==> config.mk <==
export PLATFORM = sky130hd
export DESIGN_NAME = usb_device_ctrl_irq_regs
export DESIGN_NICKNAME = d
export VERILOG_FILES = /design/src/hdl/usb_ctrl_pkg.sv /design/src/hdl/usb_device_ctrl_irq_regs.sv /design/src/hdl/wake_timer.sv
export SDC_FILE = /design/constraint.sdc
export NUM_CORES = 1
export LEC_CHECK = 0
export ABC_AREA = 0
export BUFFER_PORTS_ARGS = -buffer_cell sky130_fd_sc_hd__clkbuf_2
export CORE_ASPECT_RATIO = 0.6
export CORE_MARGIN = 10
export CORE_UTILIZATION = 30
export CTS_BUF_LIST = sky130_fd_sc_hd__clkbuf_2
export DETAILED_ROUTE_END_ITERATION = 16
export GPL_ROUTABILITY_DRIVEN = 0
export SLEW_MARGIN = 20
export SYNTH_ARGS = -nofsm -noshare
export SYNTH_HDL_FRONTEND = slang
export SYNTH_SLANG_ARGS = --single-unit
==> constraint.sdc <==
create_clock -name pclk -period 4.5 [get_ports pclk]
set_input_delay 0.45 -clock pclk [delete_from_list [all_inputs] [get_ports pclk]]
set_output_delay 0.45 -clock pclk [all_outputs]
set_load 0.02 [all_outputs]
==> src/hdl/usb_ctrl_pkg.sv <==
// Shared constants and types for the USB control and event register block
package usb_ctrl_pkg;

  // ==========================================================
  // Bus and sizing
  localparam int ADDR_W = 10;
  localparam int NUM_EP = 8;
  localparam int SEL_W = 3;

  // ==========================================================
  // Register indices; byte address is four times the index
  localparam logic [7:0] IDX_EP_SEL = 8'hca;
  localparam logic [7:0] IDX_EP_CS = 8'hcb;
  localparam logic [7:0] IDX_CTRL = 8'he0;
  localparam logic [7:0] IDX_PFLAGS = 8'he1;
  localparam logic [7:0] IDX_PMASK = 8'he2;
  localparam logic [7:0] IDX_EP_SUM = 8'he3;
  localparam logic [7:0] IDX_EP_MASK = 8'he4;
  localparam logic [7:0] IDX_GSTATE = 8'he6;

  // ==========================================================
  // Field positions
  localparam int CR_WAKE_BIT = 7;
  localparam int CR_PULLUP_BIT = 5;
  localparam int CR_ENABLE_BIT = 1;
  localparam int PF_BUS_RESET = 4;
  localparam int PF_SOF = 3;
  localparam int PF_WAKE = 2;
  localparam int PF_RESUME = 1;
  localparam int PF_SUSPEND = 0;
  localparam int CS_ISO_ERR = 6;
  localparam int CS_STALL = 3;
  localparam int CS_SETUP = 2;
  localparam int CS_DATA_RECEIVED = 1;
  localparam int CS_TXC = 0;
  localparam int GS_RSM_ACTIVE = 3;
  localparam int GS_RWU_ALLOW = 2;

  // ==========================================================
  // Writable-bit masks and reset values
  localparam logic [7:0] CR_WMASK = 8'ha2;
  localparam logic [7:0] PF_WMASK = 8'h1f;
  localparam logic [7:0] PM_WMASK = 8'h0f;
  localparam logic [7:0] SEL_WMASK = 8'h07;
  localparam logic [3:0] CS_STAT_MASK = 4'hf;
  localparam logic [7:0] RST_ZERO = 8'h00;
  localparam logic [7:0] RST_PMASK = 8'h02;

  // ==========================================================
  // Timing
  localparam int CLK_FREQ_MHZ = 100;
  localparam int WAKE_TIME_US = 13000;
  localparam int WAKE_CYCLES = WAKE_TIME_US * CLK_FREQ_MHZ;

  // ==========================================================
  // Types
  typedef enum logic [1:0] {
    EP_CONTROL = 2'b00,
    EP_ISO = 2'b01,
    EP_BULK = 2'b10,
    EP_INTR = 2'b11
  } ep_type_t;

  typedef enum logic [1:0] {
    WK_IDLE = 2'b00,
    WK_SIGNAL = 2'b01,
    WK_WAIT_CLR = 2'b11
  } wake_state_t;

endpackage

==> src/hdl/usb_device_ctrl_irq_regs.sv <==
// USB device control, protocol event and endpoint event registers over APB
//
// Design decision made here: the APB slave port.
`timescale 1ns/1ps
module usb_device_ctrl_irq_regs
  import usb_ctrl_pkg::*;
  #(
    parameter int WAKE_CNT = WAKE_CYCLES
  )
  (
    input wire logic pclk,
    input wire logic presetn,
    input wire logic psel,
    input wire logic penable,
    input wire logic pwrite,
    input wire logic [ADDR_W-1:0] paddr,
    input wire logic [31:0] pwdata,
    input wire logic [3:0] pstrb,
    output logic [31:0] prdata,
    output logic pready,
    output logic pslverr,
    input wire logic power_reduce_usb,
    input wire logic bus_suspended,
    input wire logic bus_reset_end_evt,
    input wire logic frame_start_evt,
    input wire logic resume_evt,
    input wire logic suspend_evt,
    input wire logic [NUM_EP-1:0] txc_evt,
    input wire logic [NUM_EP-1:0] data_received_evt,
    input wire logic [NUM_EP-1:0] setup_evt,
    input wire logic [NUM_EP-1:0] stall_evt,
    input wire logic [NUM_EP-1:0] iso_crc_bad,
    input wire logic [NUM_EP-1:0] iso_crc_good,
    input wire logic [2*NUM_EP-1:0] endpoint_type,
    input wire logic [NUM_EP-1:0] endpoint_dir_in,
    output logic attach_pullup_on,
    output logic usb_run,
    output logic ctrl_reset,
    output logic resume_k_drive,
    output logic [SEL_W-1:0] endpoint_select,
    output logic protocol_irq,
    output logic endpoint_irq
  );

  // ==========================================================
  // Declarations
  logic [7:0] ctrl_q;
  logic armed_q;
  logic run_q;
  logic ctrl_reset_q;
  logic [7:0] pflags_q;
  logic [7:0] pmask_q;
  logic [7:0] epmask_q;
  logic [SEL_W-1:0] sel_q;
  logic rwu_allow_q;
  logic resume_on_q;
  logic [3:0] ep_stat_q [NUM_EP];
  logic [NUM_EP-1:0] iso_err_q;
  logic [NUM_EP-1:0] summary_q;
  logic [NUM_EP-1:0] ep_cond;
  wake_state_t wake_state_q;
  logic [31:0] prdata_q;
  logic pready_q;
  logic pslverr_q;
  logic pirq_q;
  logic eirq_q;
  logic [7:0] idx;
  logic [7:0] wdat;
  logic [7:0] rdata_d;
  logic hit;
  logic wr_en;
  logic wr_ctrl;
  logic wr_pflags;
  logic wr_pmask;
  logic wr_epmask;
  logic wr_sel;
  logic wr_cs;
  logic wr_gs;
  logic wake_start;
  logic timer_done;
  logic [7:0] pflags_set;

  // ==========================================================
  // Address decode: index is byte address divided by four
  assign idx = paddr[9:2];
  assign wdat = pwdata[7:0];
  always_comb
  begin
    hit = 1'b0;
    case (idx)
      IDX_EP_SEL, IDX_EP_CS, IDX_CTRL, IDX_PFLAGS, IDX_PMASK,
      IDX_EP_SUM, IDX_EP_MASK, IDX_GSTATE: hit = (paddr[1:0] == 2'b00);
      default: hit = 1'b0;
    endcase
  end

  // Write strobes take effect at the access edge with pready high
  assign wr_en = psel && penable && pready_q && pwrite && pstrb[0] && hit;
  assign wr_ctrl = wr_en && (idx == IDX_CTRL);
  assign wr_pflags = wr_en && (idx == IDX_PFLAGS);
  assign wr_pmask = wr_en && (idx == IDX_PMASK);
  assign wr_epmask = wr_en && (idx == IDX_EP_MASK);
  assign wr_sel = wr_en && (idx == IDX_EP_SEL);
  assign wr_cs = wr_en && (idx == IDX_EP_CS);
  assign wr_gs = wr_en && (idx == IDX_GSTATE);

  // ==========================================================
  // Read multiplexer; unlisted bits read zero
  always_comb
  begin
    rdata_d = RST_ZERO;
    case (idx)
      IDX_EP_SEL: rdata_d = {5'h00, sel_q};
      IDX_EP_CS: rdata_d = {1'b0, iso_err_q[sel_q], 2'b00,
                            ep_stat_q[sel_q]};
      IDX_CTRL: rdata_d = ctrl_q & CR_WMASK;
      IDX_PFLAGS: rdata_d = pflags_q & PF_WMASK;
      IDX_PMASK: rdata_d = pmask_q & PM_WMASK;
      IDX_EP_SUM: rdata_d = summary_q;
      IDX_EP_MASK: rdata_d = epmask_q;
      IDX_GSTATE: rdata_d = {4'h0, resume_on_q, rwu_allow_q, 2'b00};
      default: rdata_d = RST_ZERO;
    endcase
  end

  // ==========================================================
  // APB answer: one wait-free access cycle, error on unmapped
  always_ff @(posedge pclk or negedge presetn)
  begin
    if (!presetn)
    begin
      pready_q <= 1'b0;
      pslverr_q <= 1'b0;
      prdata_q <= 32'h0000_0000;
    end
    else
    begin
      pready_q <= psel && !penable;
      if (psel && !penable)
      begin
        pslverr_q <= !hit;
        prdata_q <= (hit && !pwrite) ? {24'h00_0000, rdata_d} : 32'h0;
      end
    end
  end

  // ==========================================================
  // Control register, enable arming and run qualification
  always_ff @(posedge pclk or negedge presetn)
  begin
    if (!presetn)
    begin
      ctrl_q <= RST_ZERO;
      armed_q <= 1'b0;
    end
    else if (wr_ctrl)
    begin
      ctrl_q <= wdat & CR_WMASK;
      if (!wdat[CR_ENABLE_BIT])
      begin
        armed_q <= 1'b1;
      end
    end
  end

  // Run only when enabled, armed and not power-reduced
  always_ff @(posedge pclk or negedge presetn)
  begin
    if (!presetn)
    begin
      run_q <= 1'b0;
      ctrl_reset_q <= 1'b1;
    end
    else
    begin
      run_q <= ctrl_q[CR_ENABLE_BIT] && armed_q
               && !power_reduce_usb;
      ctrl_reset_q <= !(ctrl_q[CR_ENABLE_BIT] && armed_q);
    end
  end

  // ==========================================================
  // Global state: remote wake-up allow bit
  always_ff @(posedge pclk or negedge presetn)
  begin
    if (!presetn)
    begin
      rwu_allow_q <= 1'b0;
    end
    else if (wr_gs)
    begin
      rwu_allow_q <= wdat[GS_RWU_ALLOW];
    end
  end

  // ==========================================================
  // Remote wake-up sequencing
  assign wake_start = wr_ctrl && wdat[CR_WAKE_BIT] && !ctrl_q[CR_WAKE_BIT]
                      && bus_suspended && rwu_allow_q
                      && run_q;

  always_ff @(posedge pclk or negedge presetn)
  begin
    if (!presetn)
    begin
      wake_state_q <= WK_IDLE;
      resume_on_q <= 1'b0;
    end
    else if (ctrl_reset_q)
    begin
      wake_state_q <= WK_IDLE;
      resume_on_q <= 1'b0;
    end
    else
    begin
      case (wake_state_q)
        WK_IDLE:
        begin
          if (wake_start)
          begin
            wake_state_q <= WK_SIGNAL;
            resume_on_q <= 1'b1;
          end
        end
        WK_SIGNAL:
        begin
          if (timer_done)
          begin
            wake_state_q <= WK_WAIT_CLR;
            resume_on_q <= 1'b0;
          end
        end
        WK_WAIT_CLR:
        begin
          if (!ctrl_q[CR_WAKE_BIT])
          begin
            wake_state_q <= WK_IDLE;
          end
        end
        default:
        begin
          wake_state_q <= WK_IDLE;
          resume_on_q <= 1'b0;
        end
      endcase
    end
  end

  // Signalling duration timer
  wake_timer #(
    .CYCLES(WAKE_CNT)
  ) u_wake_timer (
    .pclk(pclk),
    .presetn(presetn),
    .start(wake_start && (wake_state_q == WK_IDLE)),
    .abort(ctrl_reset_q),
    .busy_q(),
    .done_q(timer_done)
  );

  // ==========================================================
  // Protocol event flags; hardware set wins over software write
  always_comb
  begin
    pflags_set = RST_ZERO;
    pflags_set[PF_BUS_RESET] = run_q && bus_reset_end_evt;
    pflags_set[PF_SOF] = run_q && frame_start_evt;
    pflags_set[PF_WAKE] = wr_ctrl && wdat[CR_WAKE_BIT]
                          && !ctrl_q[CR_WAKE_BIT];
    pflags_set[PF_RESUME] = run_q && resume_evt;
    pflags_set[PF_SUSPEND] = run_q && suspend_evt;
  end

  always_ff @(posedge pclk or negedge presetn)
  begin
    if (!presetn)
    begin
      pflags_q <= RST_ZERO;
    end
    else if (ctrl_reset_q)
    begin
      pflags_q <= RST_ZERO;
    end
    else if (wr_pflags)
    begin
      pflags_q <= (wdat & PF_WMASK) | pflags_set;
    end
    else
    begin
      pflags_q <= pflags_q | pflags_set;
    end
  end

  // ==========================================================
  // Mask registers and endpoint select
  always_ff @(posedge pclk or negedge presetn)
  begin
    if (!presetn)
    begin
      pmask_q <= RST_PMASK;
      epmask_q <= RST_ZERO;
      sel_q <= '0;
    end
    else
    begin
      if (wr_pmask)
      begin
        pmask_q <= wdat & PM_WMASK;
      end
      if (wr_epmask)
      begin
        epmask_q <= wdat;
      end
      if (wr_sel)
      begin
        sel_q <= wdat[SEL_W-1:0];
      end
    end
  end

  // ==========================================================
  // Per-endpoint status, CRC error and summary flags
  for (genvar e = 0; e < NUM_EP; e++)
  begin : g_ep
    logic [3:0] set_v;
    logic [3:0] clr_v;
    logic is_ctrl;
    logic is_iso;

    assign set_v = {4{run_q}} & {stall_evt[e], setup_evt[e],
                                 data_received_evt[e], txc_evt[e]};
    assign clr_v = (wr_cs && (sel_q == SEL_W'(e)))
                   ? ~wdat[3:0] & CS_STAT_MASK : 4'h0;
    assign is_ctrl = endpoint_type[2*e +: 2] == EP_CONTROL;
    assign is_iso = endpoint_type[2*e +: 2] == EP_ISO;

    // Status bits; a set in the clearing cycle is kept
    always_ff @(posedge pclk or negedge presetn)
    begin
      if (!presetn)
      begin
        ep_stat_q[e] <= 4'h0;
      end
      else if (ctrl_reset_q)
      begin
        ep_stat_q[e] <= 4'h0;
      end
      else
      begin
        ep_stat_q[e] <= (ep_stat_q[e] & ~clr_v) | set_v;
      end
    end

    // CRC error follows the last isochronous packet
    always_ff @(posedge pclk or negedge presetn)
    begin
      if (!presetn)
      begin
        iso_err_q[e] <= 1'b0;
      end
      else if (ctrl_reset_q)
      begin
        iso_err_q[e] <= 1'b0;
      end
      else if (run_q && iso_crc_bad[e])
      begin
        iso_err_q[e] <= 1'b1;
      end
      else if (run_q && iso_crc_good[e])
      begin
        iso_err_q[e] <= 1'b0;
      end
    end

    // Type-qualified interrupt condition; CRC error not included
    assign ep_cond[e] =
      (ep_stat_q[e][CS_TXC] && (is_ctrl || (!is_iso && endpoint_dir_in[e])))
      || (ep_stat_q[e][CS_DATA_RECEIVED] && (is_ctrl || !endpoint_dir_in[e]))
      || (ep_stat_q[e][CS_SETUP] && is_ctrl)
      || (ep_stat_q[e][CS_STALL] && !is_iso);

    // Summary flag tracks the sources of its endpoint
    always_ff @(posedge pclk or negedge presetn)
    begin
      if (!presetn)
      begin
        summary_q[e] <= 1'b0;
      end
      else
      begin
        summary_q[e] <= ep_cond[e];
      end
    end
  end

  // ==========================================================
  // Interrupt requests
  always_ff @(posedge pclk or negedge presetn)
  begin
    if (!presetn)
    begin
      pirq_q <= 1'b0;
      eirq_q <= 1'b0;
    end
    else
    begin
      pirq_q <= pflags_q[PF_BUS_RESET]
                || |(pflags_q[3:0] & pmask_q[3:0]);
      eirq_q <= |(summary_q & epmask_q);
    end
  end

  // ==========================================================
  // Outputs, all from flip-flops
  assign prdata = prdata_q;
  assign pready = pready_q;
  assign pslverr = pslverr_q;
  assign attach_pullup_on = ctrl_q[CR_PULLUP_BIT];
  assign usb_run = run_q;
  assign ctrl_reset = ctrl_reset_q;
  assign resume_k_drive = resume_on_q;
  assign endpoint_select = sel_q;
  assign protocol_irq = pirq_q;
  assign endpoint_irq = eirq_q;

endmodule

==> src/hdl/wake_timer.sv <==
// Down-counter that times the remote wake-up resume signalling
`timescale 1ns/1ps
module wake_timer
  #(
    parameter int CYCLES = 1300000
  )
  (
    input wire logic pclk,
    input wire logic presetn,
    input wire logic start,
    input wire logic abort,
    output logic busy_q,
    output logic done_q
  );

  localparam int CNT_W = $clog2(CYCLES + 1);
  localparam logic [CNT_W-1:0] LOAD = CNT_W'(CYCLES - 1);

  logic [CNT_W-1:0] cnt_q;

  // ==========================================================
  // Parameter check
  if (CYCLES < 2)
  begin : g_chk
    $error("wake_timer: CYCLES must be at least 2");
  end

  // ==========================================================
  // Counter; busy lasts exactly CYCLES clock cycles
  always_ff @(posedge pclk or negedge presetn)
  begin
    if (!presetn)
    begin
      cnt_q <= '0;
      busy_q <= 1'b0;
      done_q <= 1'b0;
    end
    else
    begin
      done_q <= 1'b0;
      if (abort)
      begin
        busy_q <= 1'b0;
        cnt_q <= '0;
      end
      else if (start && !busy_q)
      begin
        busy_q <= 1'b1;
        cnt_q <= LOAD;
      end
      else if (busy_q)
      begin
        if (cnt_q == '0)
        begin
          busy_q <= 1'b0;
          done_q <= 1'b1; // One-cycle end pulse
        end
        else
        begin
          cnt_q <= cnt_q - CNT_W'(1);
        end
      end
    end
  end

endmodule

== Yosys cells after proc, flatten, opt, wreduce, memory -nomap -nowiden ==
Cells that the tools add are included.

* Flip-flop bits (word level): 140
* Latch bits: 0
* Bits in writable memories: 0
* ROM bits: 0
* Bits of input ports: 129
* Output and inout port bits: 43
* Word-level logic and storage cells: 369
* Memories: 0

* Add/sub/neg operators: 1
* $mul: 0
* Div/mod/pow operators: 0
* Magnitude comparators: 2
* Equal/unequal tests: 30
* Shifts and indexed selects: 0
* Multiplexer cells: 71
* Bitwise logic cells: 39
* Reduce and logical (&&, ||, !) cells: 183

{| class="wikitable"
|+ Operators with widths
! operator !! count
|-
| $logic_and 1x1->1 || 91
|-
| $mux 21 || 4
|-
| $mux 4 || 18
|-
| $and 4x4->4 || 17
|-
| $eq 8x8->1 const B || 8
|-
| $pmux 8 s8 || 1
|-
| $logic_or 1x1->1 || 41
|-
| $mux 1 || 37
|-
| $not 4->4 || 9
|-
| $or 4x4->4 || 8
|-
| $reduce_bool 3->1 || 9
|-
| $mux 8 || 3
|-
| $logic_not 1->1 || 23
|-
| $logic_not 21->1 || 1
|-
| $sub 21x1->21 const B || 1
|-
| $logic_not 2->1 || 10
|-
| $eq 2x1->1 const B || 9
|-
| $reduce_or 8->1 || 2
|-
| $bmux 4 s3 || 1
|-
| $eq 3x3->1 const B || 4
|-
| $and 8x8->8 || 1
|-
| $mux 2 || 4
|-
| $or 8x5->8 || 1
|-
| $eq 3x2->1 const B || 2
|-
| other kinds (17) || 21
|}

== Depth between registers and ports, before layout ==
Gate-level depths: netlist of run 1.

* Depth in word-level cells: 15
* Mapped depth: 8

== Hierarchy ==
From an unflattened synthesis of run 1, not the netlist that was laid out.

* Cell total of the unflattened synthesis: 682
* Area, all modules: 6542.5 um2

{| class="wikitable"
|+ By module, submodules not included
! module !! times used !! cells each !! area an instance (um2) !! sequential area each (um2)
|-
| usb_device_ctrl_irq_regs || 1 || 531 || 5112.4 || 2254.7
|-
| wake_timer || 1 || 151 || 1430.1 || 575.6
|}

== Least setup slack after synthesis of run 1 ==
OpenSTA, ideal clock, no wires.

* Path kind: input -> register
* Start point: input port paddr[1]
* End point: register u_wake_timer.cnt_q[9]
* Data arrival time: 2.254 ns
* Slack: 2.159 ns
* Stages on the path: 7
* Path buffers: 2
* Cell sequence: or3b_2 -> or4_1 -> buf_2 -> or2_1 -> buf_6 -> and4_4 -> a211oi_2

* Cells in the longest elaborated chain, start to end: 13

{| class="wikitable"
|+ Ends and longest elaborated chain
! what !! RTL line !! text
|-
| from (decl) || usb_device_ctrl_irq_regs.sv:16 || <nowiki>input wire logic [ADDR_W-1:0] paddr,</nowiki>
|-
| $logic_not 2->1 * || usb_device_ctrl_irq_regs.sv:92 || <nowiki>IDX_EP_SUM, IDX_EP_MASK, IDX_GSTATE: hit = (paddr[1:0] == 2'b00);</nowiki>
|-
| $mux 1 * || usb_device_ctrl_irq_regs.sv:90 || <nowiki>case (idx)</nowiki>
|-
| $logic_and 1x1->1 * || usb_device_ctrl_irq_regs.sv:98 || <nowiki>assign wr_en = psel && penable && pready_q && pwrite && pstrb[0] && hit;</nowiki>
|-
| $logic_and 1x1->1 * || usb_device_ctrl_irq_regs.sv:99 || <nowiki>assign wr_ctrl = wr_en && (idx == IDX_CTRL);</nowiki>
|-
| $logic_and 1x1->1 * (2 in a row) || usb_device_ctrl_irq_regs.sv:198 || <nowiki>assign wake_start = wr_ctrl && wdat[CR_WAKE_BIT] && !ctrl_q[CR_WAKE_BIT]</nowiki>
|-
| $logic_and 1x1->1 * (2 in a row) || usb_device_ctrl_irq_regs.sv:199 || <nowiki>&& bus_suspended && rwu_allow_q</nowiki>
|-
| $logic_and 1x1->1 * || usb_device_ctrl_irq_regs.sv:200 || <nowiki>&& run_q;</nowiki>
|-
| $logic_and 1x1->1 * || usb_device_ctrl_irq_regs.sv:255 || <nowiki>.start(wake_start && (wake_state_q == WK_IDLE)),</nowiki>
|-
| $logic_and 1x1->1 * || wake_timer.sv:46 || <nowiki>else if (start && !busy_q)</nowiki>
|-
| $ne 3x2->1 (no line), or another cell as far along || -- ||
|-
| $reduce_and 2->1 (no line) / $mux 21 (equally long branches) || -- ||
|-
| to (signal assigned) || wake_timer.sv:60 || <nowiki>cnt_q <= cnt_q - CNT_W'(1);</nowiki>
|-
| to (decl) || wake_timer.sv:19 || <nowiki>logic [CNT_W-1:0] cnt_q;</nowiki>
|}

Mark *: on every way between the ends. The rest lies on a longest branch, timed or not.
A chain may end at the register's enable or synchronous reset.

== Worst setup path after layout of run 1 ==
* Start point: register u_wake_timer.cnt_q[0]
* End point: register u_wake_timer.cnt_q[18]

* Cells in the longest elaborated chain, start to end: 5

{| class="wikitable"
|+ Ends and longest elaborated chain
! what !! RTL line !! text
|-
| $sub 21x1->21 || wake_timer.sv:60 ||
|-
| $mux 21 || wake_timer.sv:53 || <nowiki>if (cnt_q == '0)</nowiki>
|-
| $mux 21 || wake_timer.sv:51 || <nowiki>else if (busy_q)</nowiki>
|-
| $mux 21 || wake_timer.sv:46 ||
|-
| $mux 21 || wake_timer.sv:41 || <nowiki>if (abort)</nowiki>
|}

Parallel ways exist; a longest one is shown, timed or not. The select of a mux whose other input is x is not followed.

==> flow_summary.yaml, run 1 <==
outcome:
  run_status: "complete, no violations"
sta:
  worst_pin_slew_ns: 0.968
  slew_headroom: 0.350
  min_period_ns: 2.69
  final.setup.tns_ns: 0
  fin_hold_viols: 0
  setup-violations-final: 0
  share_of_the_clock_period_used_by_the_worst_path: 0.597
  unrepaired_setup_endpoints_after_global_routing: "false"
  slew_limit_fails: 0
  max_freq_ghz: 0.372
  final.setup_skew_ns: 0.0338
clock_tree:
  cts.repair_timing.setup_buffer_count: 0
  numClockSinks: 113
  cts-htree-levels: 4
  cts_inserted_buffers: 17
  worst_path_clk_slew_ns: 0.19
  tritoncts_clock_tree: "done"
  latest_clock_arrival_within_the_worst_skew_pair_ns: 0.70
  cts-root-buf: "sky130_fd_sc_hd__clkbuf_2"
  clockBufferDepth: 2
yosys:
  number_of_distinct_library_cells_after_synthesis: 65
  ys_warn_count: 0
  synth_enable_flop_cells: 0
  mappedNetlistArea_um2: 6170
  synth_seq_cells: 113
  avgSynthCellArea_um2: 9.54
  postSynthCellCount: 647
  postSynth.asyncResetShare: 1.00
  synth-main-ff-cell: "sky130_fd_sc_hd__dfrtp_1"
  synth.yosys.seq_area_share: 0.458
floorplanning:
  die_h_um: 131
  die_area_um2: 26900
  io-pin-count: 172
  core_region_area_um2: 20100
  start_util: 0.307
  number_of_cell_rows: 40
  die_x_um: 205
routing:
  dr.pass1.iters: 5
  drt_iter0_markers: 525
  drt-wirelength-per-cell_um: 18.8
  route.antenna.remaining_nets: 0
  avgViaCountPerCell: 5.10
  drc: 0
  routed-via-count: 5592
  wl_um: 20700
placement:
  place.detailed.hpwl_um: 15700
  placement.io_buffers: 120
power_and_ir_drop:
  cellInternalPower_w: 0.00145
  switchingPower_w: 0.000523
  cellPowerDensity_nw_per_um2: 256
  power.total_w: 0.00197
  combinationalPowerShare: 0.083
  power_leakage_nw: 3.36
  power.clock.fraction: 0.401
  seq_power_share: 0.516
  max-vdd-ir-drop_mv: 0.121
  swShare: 0.265
final_layout:
  area.growth.synth_to_final_pct: 25.0
  multi_input_area_um2: 3050
  seq_area_um2: 2830
  final_cell_mix: "sky130_fd_sc_hd__clkbuf_2 (136), sky130_fd_sc_hd__dfrtp_1 (110), sky130_fd_sc_hd__nand2_1 (77)"
  most_frequent_standard_cell_in_the_layout_excluding_fill_and_tap_cells: "sky130_fd_sc_hd__clkbuf_2"
  fillerInstances: 2049
  design.final.nets: 940
  drive_gt1_frac: 0.250
min_path:
  hp-class: "in2reg"
global_routing:
  grt_antenna_before_repair: 1
  grt_overflow_total: 0
  grt_util_all_layers: 0.153
  grt_first_pass_wirelength_um: 32700
  pin_count_of_the_biggest_net_entering_global_routing: 63
  grt_pass1_vias: 5577
critical_path:
  worst-setup-path-type: "reg2reg"
  critPathArrivalTime_ns: 3.32
  critical_path_required_ns: 5.14
  setup.worst_path.end_class: "flop"
  start_kind: "flop"
  critPathMaxFanout: 4
job:
  max_cap_viol_count: 0
[logic make-up after synthesis]
logic type	synth area share
AOI/OAI and AO/OA	0.179
xor gates and xnor gates	0.0128
adders and majority gates	0.00203
buffers and inverters	0.0624
DFF	0.458
muxes	0.0934
other	0.000607
and+or+nand+nor	0.191
[metrics by stage]
stage / worst slack (ns) / cell area, um^2 / util / cells / hold WS (ns)
final: 1.81 / 7720 / 0.384 / 1097 / 0.0346
after global routing: 1.62 / 7720 / 0.384 / 1097 / 0.000695
after CTS: 1.81 / 7670 / 0.381 / 1092 / 0.00111
after detailed placement: 1.61 / 6950 / 0.345 / 1015 / 0.462
after global placement: 1.66 / 6950 / 0.345 / 1015 / 0.458
after floorplan: 2.16 / 6260 / - / 670 / 0.154
[path summary, 6_finish.rpt]
path	startpoint	end	slack (ns)	cells after the start
worst min register to register	armed_q$_DFFE_PN0P_	armed_q$_DFFE_PN0P_	0.50	1
worst max-delay path	u_wake_timer.cnt_q[0]$_DFFE_PN0P_	u_wake_timer.cnt_q[18]$_DFFE_PN0P_	1.81	7
max in group asynchronous	presetn	ctrl_reset$_DFF_PN1_	3.25	3
min in group asynchronous	presetn	prdata[6]$_DFFE_PN0P_	0.30	2
worst max register to register	u_wake_timer.cnt_q[0]$_DFFE_PN0P_	u_wake_timer.cnt_q[18]$_DFFE_PN0P_	1.81	7
worst min-delay path	setup_evt[5]	ep_stat_q[10]$_DFF_PN0_	0.03	3
[power by group through the flow]
stage / clock [W] / combinational, W / sequential (W)
2_1_floorplan: 0 / 0.0000599 / 0.00104
5_1_grt: 0.000851 / 0.000181 / 0.00102
4_1_cts: 0.000800 / 0.000160 / 0.00102
6_report: 0.000791 / 0.000163 / 0.00102
3_5_place_dp: 0 / 0.000128 / 0.00104
3_3_place_gp: 0 / 0.000127 / 0.00104
[per-layer routing]
layer / up-vias / share of wire / wire, um / global-route usage
met3: 16 / 0.093 / 1930 / 0.0520
li1: 2637 / - / - / -
met5: - / 0 / 0 / 0
met2: 241 / 0.40 / 8370 / 0.201
met4: 0 / 0.0059 / 122 / 0.0268
met1: 2698 / 0.50 / 10300 / 0.232
[Yosys cell counts (8+ instances only)]
library cell / number / share of area
sky130_fd_sc_hd__a211oi_1: 9 / 0.011
sky130_fd_sc_hd__a21o_1: 8 / 0.0097
sky130_fd_sc_hd__a21oi_1: 61 / 0.049
sky130_fd_sc_hd__a22oi_1: 16 / 0.019
sky130_fd_sc_hd__buf_4: 24 / 0.029
sky130_fd_sc_hd__clkbuf_1: 24 / 0.015
sky130_fd_sc_hd__dfrtp_1: 111 / 0.45
sky130_fd_sc_hd__inv_1: 22 / 0.013
sky130_fd_sc_hd__mux2_2: 23 / 0.042
sky130_fd_sc_hd__mux4_2: 11 / 0.040
sky130_fd_sc_hd__nand2_1: 77 / 0.047
sky130_fd_sc_hd__nand2b_1: 10 / 0.010
sky130_fd_sc_hd__nand3_1: 8 / 0.0065
sky130_fd_sc_hd__nor2_1: 38 / 0.023
sky130_fd_sc_hd__nor2b_1: 14 / 0.014
sky130_fd_sc_hd__nor3_1: 18 / 0.015
sky130_fd_sc_hd__o21a_1: 8 / 0.0097
sky130_fd_sc_hd__o21ai_0: 52 / 0.042
sky130_fd_sc_hd__or4_1: 15 / 0.018
sky130_fd_sc_hd__xnor2_1: 9 / 0.013
[registers in the layout (all words and copies together) (netlist names), 4 cells and up]
signal / cells
ep_stat_q: 32
u_wake_timer.cnt_q: 21
epmask_q: 8
iso_err_q: 8
prdata: 8
summary_q: 8
pflags_q: 5
pmask_q: 4
[cell type report]
type,count,area share
multi-input cells,481,0.395
flip-flops and latches,113,0.367
repair buffers,174,0.147
well taps,273,0.0443
clock inverters,15,0.0250
inverters,23,0.0112
clock buffers,17,0.0110
diodes,1,0.000324
[worst max-delay path, stage by stage (launching register included)]
cell and delay [ns]:
sky130_fd_sc_hd__dfrtp_1 0.45, sky130_fd_sc_hd__inv_1 0.07, sky130_fd_sc_hd__ha_1 0.18, sky130_fd_sc_hd__or4b_2 0.68, sky130_fd_sc_hd__nor4_1 0.55, sky130_fd_sc_hd__nand3b_1 0.22, sky130_fd_sc_hd__or3_1 0.35, sky130_fd_sc_hd__a21oi_1 0.14
[what timing repair did]
action,4_1_cts,5_1_grt
hold endpoints to repair,93,4
gates resized for setup,0,0
hold buffers,45,4
Note: power is estimated with default switching activity, not from simulation.
==> inputs of run 2 (changes only) <==
--- a/config.mk
+++ b/config.mk
@@ -5,7 +5,7 @@
 export SDC_FILE = /design/constraint.sdc
 export NUM_CORES = 1
 export LEC_CHECK = 0
-export ABC_AREA = 0
+export ABC_AREA = 1
 export BUFFER_PORTS_ARGS = -buffer_cell sky130_fd_sc_hd__clkbuf_2
 export CORE_ASPECT_RATIO = 0.6
 export CORE_MARGIN = 10
==> constraint.sdc (replaced) <==
create_clock -name pclk -period 2.29 [get_ports pclk]
set_input_delay 0.229 -clock pclk [delete_from_list [all_inputs] [get_ports pclk]]
set_output_delay 0.229 -clock pclk [all_outputs]
set_load 0.02 [all_outputs]
==> run 2 against run 1 <==
Compared with the run above:
- flip-flop and latch count did not move
- largest cell class unchanged
- largest power group unchanged
- critical endpoint is now pflags_q[3]$_DFF_PN0_
- routed wire length rose by 9.1%
- register-to-register slack worse by 1.7 ns
- synthesized area increased by 4.4%
==> flow_summary.yaml, run 2 <==
critical_path:
  reg2reg_setup_slack_ns: 0.14
  crit_chain: "nand3_1 > nor2_1 > nand2_2 > nor2_4 > nand2_1 > o211ai_1 > dlygate4sd3_1 > nand2_1 > inv_1"
  critPathArrivalTime_ns: 2.77
  critPathMaxFanout: 8
  timing.critical_path.slowest_cell_delay_ns: 0.58
  critical_path.slowest_cell: "sky130_fd_sc_hd__dlygate4sd3_1"
  critical_path_required_ns: 2.91
  r2r_end: "pflags_q[3]$_DFF_PN0_"
  r2r-start: "pready$_DFF_PN0_"
  r2r_cells: 9
  cpLargestDelayFamily: "simple AND/OR/NAND/NOR gates"
  worst-setup-path-type: "reg2reg"
  path_buf_inv: 2
  setup.worst_path.end_class: "flop"
  crit_top_cell: "sky130_fd_sc_hd__nand2_1"
  start_kind: "flop"
floorplanning:
  die_h_um: 134
  die_area_um2: 27900
  core_region_area_um2: 21100
  die_x_um: 209
  start_util: 0.306
  number_of_cell_rows: 41
  io-pin-count: 172
routing:
  drt-wirelength-per-cell_um: 16.5
  avgViaCountPerCell: 4.83
  wl_um: 22500
  drt_iter0_markers: 671
  routed-via-count: 6607
  drc: 0
  dr.pass1.iters: 6
  route.antenna.remaining_nets: 0
clock_tree:
  tritoncts_clock_tree: "done"
  worst_path_clk_slew_ns: 0.17
  cts_inserted_buffers: 17
  clockBufferDepth: 2
  cts-root-buf: "sky130_fd_sc_hd__clkbuf_2"
  latest_clock_arrival_within_the_worst_skew_pair_ns: 0.69
  cts-htree-levels: 4
  numClockSinks: 113
outcome:
  run_status: "complete, no violations"
yosys:
  synth_seq_cells: 113
  ys_top_cells_by_area: "sky130_fd_sc_hd__dfrtp_1 (43%), sky130_fd_sc_hd__nand2_1 (14%), sky130_fd_sc_hd__nand3_1 (4.9%), sky130_fd_sc_hd__inv_1 (4.5%), sky130_fd_sc_hd__a21oi_1 (4.4%)"
  synth_enable_flop_cells: 0
  mappedNetlistArea_um2: 6440
  number_of_distinct_library_cells_after_synthesis: 47
  yosys.area.top_type: "sky130_fd_sc_hd__dfrtp_1"
  postSynth.asyncResetShare: 1.00
  avgSynthCellArea_um2: 7.64
  netlist.area_leader.share: 0.431
  yosys-top-cells-count: "sky130_fd_sc_hd__nand2_1 (238), sky130_fd_sc_hd__dfrtp_1 (111), sky130_fd_sc_hd__inv_1 (78)"
  synth.yosys.seq_area_share: 0.439
  ys_warn_count: 0
  postSynthCellCount: 843
  yosys.cell_count.top_type: "sky130_fd_sc_hd__nand2_1"
  synth-main-ff-cell: "sky130_fd_sc_hd__dfrtp_1"
sta:
  final.setup.tns_ns: 0
  unrepaired_setup_endpoints_after_global_routing: "true"
  share_of_the_clock_period_used_by_the_worst_path: 0.939
  fin_hold_viols: 0
  slew_headroom: 0.548
  slew_limit_fails: 0
  finalWorstSetupSlack_ns: 0.139
  max_freq_ghz: 0.465
  setup-violations-final: 0
  worst_pin_slew_ns: 0.678
  min_period_ns: 2.15
  final.setup_skew_ns: 0.0536
global_routing:
  grt_overflow_total: 0
  pin_count_of_the_biggest_net_entering_global_routing: 54
  grt_antenna_before_repair: 1
  grt_pass1_vias: 6226
  grt_util_all_layers: 0.160
  grt_first_pass_wirelength_um: 35500
final_layout:
  largest_reg_flops: 32
  final_cell_mix: "sky130_fd_sc_hd__nand2_1 (238), sky130_fd_sc_hd__clkbuf_2 (139), sky130_fd_sc_hd__dfrtp_1 (110)"
  seq_area_um2: 2830
  area.growth.synth_to_final_pct: 33.2
  fillerInstances: 2218
  most_frequent_standard_cell_in_the_layout_excluding_fill_and_tap_cells: "sky130_fd_sc_hd__nand2_1"
  drive_gt1_frac: 0.191
  fin_util: 0.407
  design.final.nets: 1203
  top_regs: "ep_stat_q: 32 flops, u_wake_timer.cnt_q: 21 flops"
  multi_input_area_um2: 3040
  finalInstanceArea_um2: 8580
  top_reg_by_flops: "ep_stat_q"
power_and_ir_drop:
  cellPowerDensity_nw_per_um2: 423
  max-vdd-ir-drop_mv: 0.228
  power_leakage_nw: 4.25
placement:
  placedInstanceArea_um2: 7410
  place.detailed.hpwl_um: 16600
  place_ws_ns: 0.114
  placement.io_buffers: 120
min_path:
  holdPathEnd: "pslverr$_DFFE_PN0P_"
  whs_path_depth: 5
  worstHoldStart: "psel"
  hp-class: "in2reg"
job:
  max_cap_viol_count: 0
-- run 2: cell count changes after synthesis, moves of 14 or more --
cell and change:
sky130_fd_sc_hd__or4_1 -15, sky130_fd_sc_hd__nor2b_1 -14, sky130_fd_sc_hd__nand2_1 +161, sky130_fd_sc_hd__nand4_1 +31, sky130_fd_sc_hd__nand3_1 +55, sky130_fd_sc_hd__inv_1 +56, sky130_fd_sc_hd__mux2_2 -23
-- run 2: where the power goes --
| part | leakage (nW) | total [W] | internal [W] | switching (W) |
|---|---|---|---|---|
| Clock | 0.134 | 0.00126 | 0.000483 | 0.000782 |
| Sequential | 1.55 | 0.00200 | 0.00200 | 0.00000152 |
| Combinational | 2.56 | 0.000360 | 0.000165 | 0.000194 |
| Total | 4.25 | 0.00363 | 0.00265 | 0.000978 |
-- run 2: layout make-up --
| cell class | count | area share |
|---|---|---|
| Antenna cell | 2 | 0.000583 |
| Clock buffer | 20 | 0.0117 |
| Clock inverter | 12 | 0.0118 |
| Inverter | 87 | 0.0385 |
| Multi-Input combinational cell | 609 | 0.354 |
| Sequential cell | 113 | 0.330 |
| Tap cell | 279 | 0.0407 |
| Timing Repair Buffer | 245 | 0.212 |
-- run 2: repair_timing --
action	CTS	global route
buffers inserted	0	2
resized for setup	0	6
endpoints found under the hold margin	116	1
hold buffers	91	1
setup endpoints to repair	0	20
-- run 2: how the worst max path moves through the flow --
stage | startpoint | endpoint | slack [ns] | depth (start not counted)
3_3_place_gp | paddr[8] | pflags_q[1]$_DFF_PN0_ | 0.14 | 12
5_1_grt | u_wake_timer.cnt_q[0]$_DFFE_PN0P_ | u_wake_timer.cnt_q[5]$_DFFE_PN0P_ | -0.03 | 13
3_5_place_dp | u_wake_timer.cnt_q[1]$_DFFE_PN0P_ | u_wake_timer.cnt_q[13]$_DFFE_PN0P_ | 0.11 | 13
2_1_floorplan | u_wake_timer.cnt_q[0]$_DFFE_PN0P_ | u_wake_timer.cnt_q[10]$_DFFE_PN0P_ | 0.29 | 14
6_report | pready$_DFF_PN0_ | pflags_q[3]$_DFF_PN0_ | 0.14 | 9
4_1_cts | pready$_DFF_PN0_ | pflags_q[3]$_DFF_PN0_ | 0.07 | 9
-- run 2: logic make-up (layout without fill, tap and decap cells) --
family,Yosys count,count (layout),share of synthesized area
and+or+nand+nor,415,415,0.289
AOI/OAI and AO/OA,151,151,0.139
buffers and inverters,144,364,0.105
DFF,113,113,0.439
xor gates and xnor gates,15,15,0.0204
muxes,3,3,0.00505
adders and majority gates,1,1,0.00194
other,1,26,0.000582
-- run 2: metrics by stage --
stage	hold slack (ns)	instances	power (W)
final	0.0505	1367	0.00363
after global routing	0.0338	1366	0.00380
after CTS	0.00112	1362	0.00365
after detailed placement	0.312	1239	0.00229
after global placement	0.321	1239	0.00229
after floorplan	-0.0666	866	0.00215
-- run 2: per-layer routing --
metal	wire, um	global-route usage	vias to the layer above
met5	0	0	-
met3	2070	0.0500	15
met2	9000	0.215	261
met1	11300	0.243	3098
met4	145	0.0223	0
li1	-	-	3233
-- run 2: worst reg2reg max path: stages (launching register included) --
cell and delay (ns):
sky130_fd_sc_hd__dfrtp_1 0.38, sky130_fd_sc_hd__nand3_1 0.07, sky130_fd_sc_hd__nor2_1 0.31, sky130_fd_sc_hd__nand2_2 0.25, sky130_fd_sc_hd__nor2_4 0.24, sky130_fd_sc_hd__nand2_1 0.09
sky130_fd_sc_hd__o211ai_1 0.11, sky130_fd_sc_hd__dlygate4sd3_1 0.58, sky130_fd_sc_hd__nand2_1 0.05, sky130_fd_sc_hd__inv_1 0.05
==> inputs of run 3 (changes only) <==
--- a/config.mk
+++ b/config.mk
@@ -13,6 +13,7 @@
 export CTS_BUF_LIST = sky130_fd_sc_hd__clkbuf_2
 export DETAILED_ROUTE_END_ITERATION = 16
 export GPL_ROUTABILITY_DRIVEN = 0
+export MAX_ROUTING_LAYER = met4
 export SLEW_MARGIN = 20
 export SYNTH_ARGS = -nofsm -noshare
 export SYNTH_HDL_FRONTEND = slang
==> run 3 against run 2 <==
Compared with the run above:
- via count hardly changed
- first-iteration DRC count is 1.8% lower
- clock power hardly changed
- clock skew hardly changed
- flip-flop and latch count stayed put
- hold slack worse by 0.0067 ns
- die area stayed put
- highest routed layer unchanged
- maximum frequency is 0.81% higher
- largest power group unchanged
==> flow_summary.yaml, run 3 (same netlist as run 2, synthesis figures left out) <==
outcome:
  run_status: "complete, no violations"
clock_tree:
  latest_clock_arrival_within_the_worst_skew_pair_ns: 0.70
  cts_inserted_buffers: 17
  cts-htree-levels: 4
  worst_path_clk_slew_ns: 0.17
  tritoncts_clock_tree: "done"
  numClockSinks: 113
  cts-root-buf: "sky130_fd_sc_hd__clkbuf_2"
  clockBufferDepth: 2
critical_path:
  critPathArrivalTime_ns: 2.76
  start_kind: "flop"
  critPathMaxFanout: 8
  critical_path_required_ns: 2.91
  setup.worst_path.end_class: "flop"
  worst-setup-path-type: "reg2reg"
placement:
  place_ws_ns: 0.114
  place_inst: 1239
  placement.io_buffers: 120
  place.detailed.hpwl_um: 16600
final_layout:
  area.growth.synth_to_final_pct: 33.2
  final_cell_mix: "sky130_fd_sc_hd__nand2_1 (238), sky130_fd_sc_hd__clkbuf_2 (139), sky130_fd_sc_hd__dfrtp_1 (110)"
  top_reg_by_flops: "ep_stat_q"
  most_frequent_standard_cell_in_the_layout_excluding_fill_and_tap_cells: "sky130_fd_sc_hd__nand2_1"
  drive_gt1_frac: 0.191
  design.final.nets: 1203
  largest_reg_flops: 32
  fin_util: 0.407
  layout.cells.non_filler: 1367
  top_regs: "ep_stat_q: 32 flops, u_wake_timer.cnt_q: 21 flops"
sta:
  share_of_the_clock_period_used_by_the_worst_path: 0.932
  finalWorstSetupSlack_ns: 0.156
  fin_hold_viols: 0
  setup-violations-final: 0
  final.setup_skew_ns: 0.0537
  unrepaired_setup_endpoints_after_global_routing: "true"
  min_period_ns: 2.13
  slew_limit_fails: 0
  max_freq_ghz: 0.469
  slew_headroom: 0.542
  worst_pin_slew_ns: 0.687
global_routing:
  grt_antenna_before_repair: 1
  grt_first_pass_wirelength_um: 35500
  pin_count_of_the_biggest_net_entering_global_routing: 54
  grt_util_all_layers: 0.164
  grt_overflow_total: 0
  grt_pass1_vias: 6226
routing:
  wl_um: 22600
  drc: 0
  avgViaCountPerCell: 4.84
  route.antenna.remaining_nets: 0
  drt_iter0_markers: 659
  dr.pass1.iters: 5
  routed-via-count: 6611
  drt-wirelength-per-cell_um: 16.5
power_and_ir_drop:
  power.total_w: 0.00363
  max-vdd-ir-drop_mv: 0.231
  cellPowerDensity_nw_per_um2: 423
  power_leakage_nw: 4.25
floorplanning:
  number_of_cell_rows: 41
  core_region_area_um2: 21100
  start_util: 0.306
  die_area_um2: 27900
  die_x_um: 209
  die_h_um: 134
  io-pin-count: 172
min_path:
  hp-class: "in2reg"
job:
  max_cap_viol_count: 0
run 3: where the power goes:
group | internal [W] | switching (W)
registers | 0.00200 | 0.00000152
clock network | 0.000483 | 0.000784
logic | 0.000165 | 0.000194
run 3: through the flow:
stage | area (um^2) | hold slack (ns) | TNS, ns
floorplan | 6530 | -0.0666 | 0
global placement | 7410 | 0.321 | 0
detailed placement | 7410 | 0.312 | 0
CTS | 8530 | 0.00112 | 0
global route | 8580 | 0.0251 | -0.0268
finish | 8580 | 0.0437 | 0
run 3: cell type report:
| cell class | instances | area (um^2) |
|---|---|---|
| fill | 2218 | 12500 |
| multi-input combinational | 609 | 3040 |
| sequential | 113 | 2830 |
| timing repair buffer | 245 | 1820 |
| tap | 279 | 349 |
| inverter | 87 | 330 |
| clock inverter | 12 | 101 |
| clock buffer | 20 | 100 |
| antenna | 2 | 5.00 |
run 3: worst paths after layout:
path,slack (ns),start,cells after the start,endpoint
max,0.16,pready$_DFF_PN0_,9,pflags_q[3]$_DFF_PN0_
min,0.04,psel,5,pslverr$_DFFE_PN0P_
max reg2reg,0.16,pready$_DFF_PN0_,9,pflags_q[3]$_DFF_PN0_
min reg2reg,0.43,armed_q$_DFFE_PN0P_,1,ctrl_reset$_DFF_PN1_
max in group asynchronous,1.46,presetn,3,ctrl_reset$_DFF_PN1_
min in group asynchronous,0.08,presetn,2,ep_stat_q[6]$_DFF_PN0_
run 3: worst max-delay path, stage by stage (launching register included):
cell and delay (ns):
sky130_fd_sc_hd__dfrtp_1 0.38, sky130_fd_sc_hd__nand3_1 0.07, sky130_fd_sc_hd__nor2_1 0.30, sky130_fd_sc_hd__nand2_2 0.24, sky130_fd_sc_hd__nor2_4 0.23, sky130_fd_sc_hd__nand2_1 0.09
sky130_fd_sc_hd__o211ai_1 0.11, sky130_fd_sc_hd__dlygate4sd3_1 0.58, sky130_fd_sc_hd__nand2_1 0.05, sky130_fd_sc_hd__inv_1 0.05
run 3: timing repair:
item | CTS | global route
hold buffers | 91 | 1
endpoints found under the hold margin | 116 | 1
buffers inserted | 0 | 2
setup endpoints to repair | 0 | 20
resized for setup | 0 | 6
run 3: routing by layer:
metal	share of wire	routed length (um)	vias up	GRT usage
li1	-	-	3236	-
met1	0.50	11300	3075	0.244
met2	0.40	9050	288	0.214
met3	0.092	2080	12	0.0486
met4	0.0053	120	0	0.0211
met5	0	0	-	-
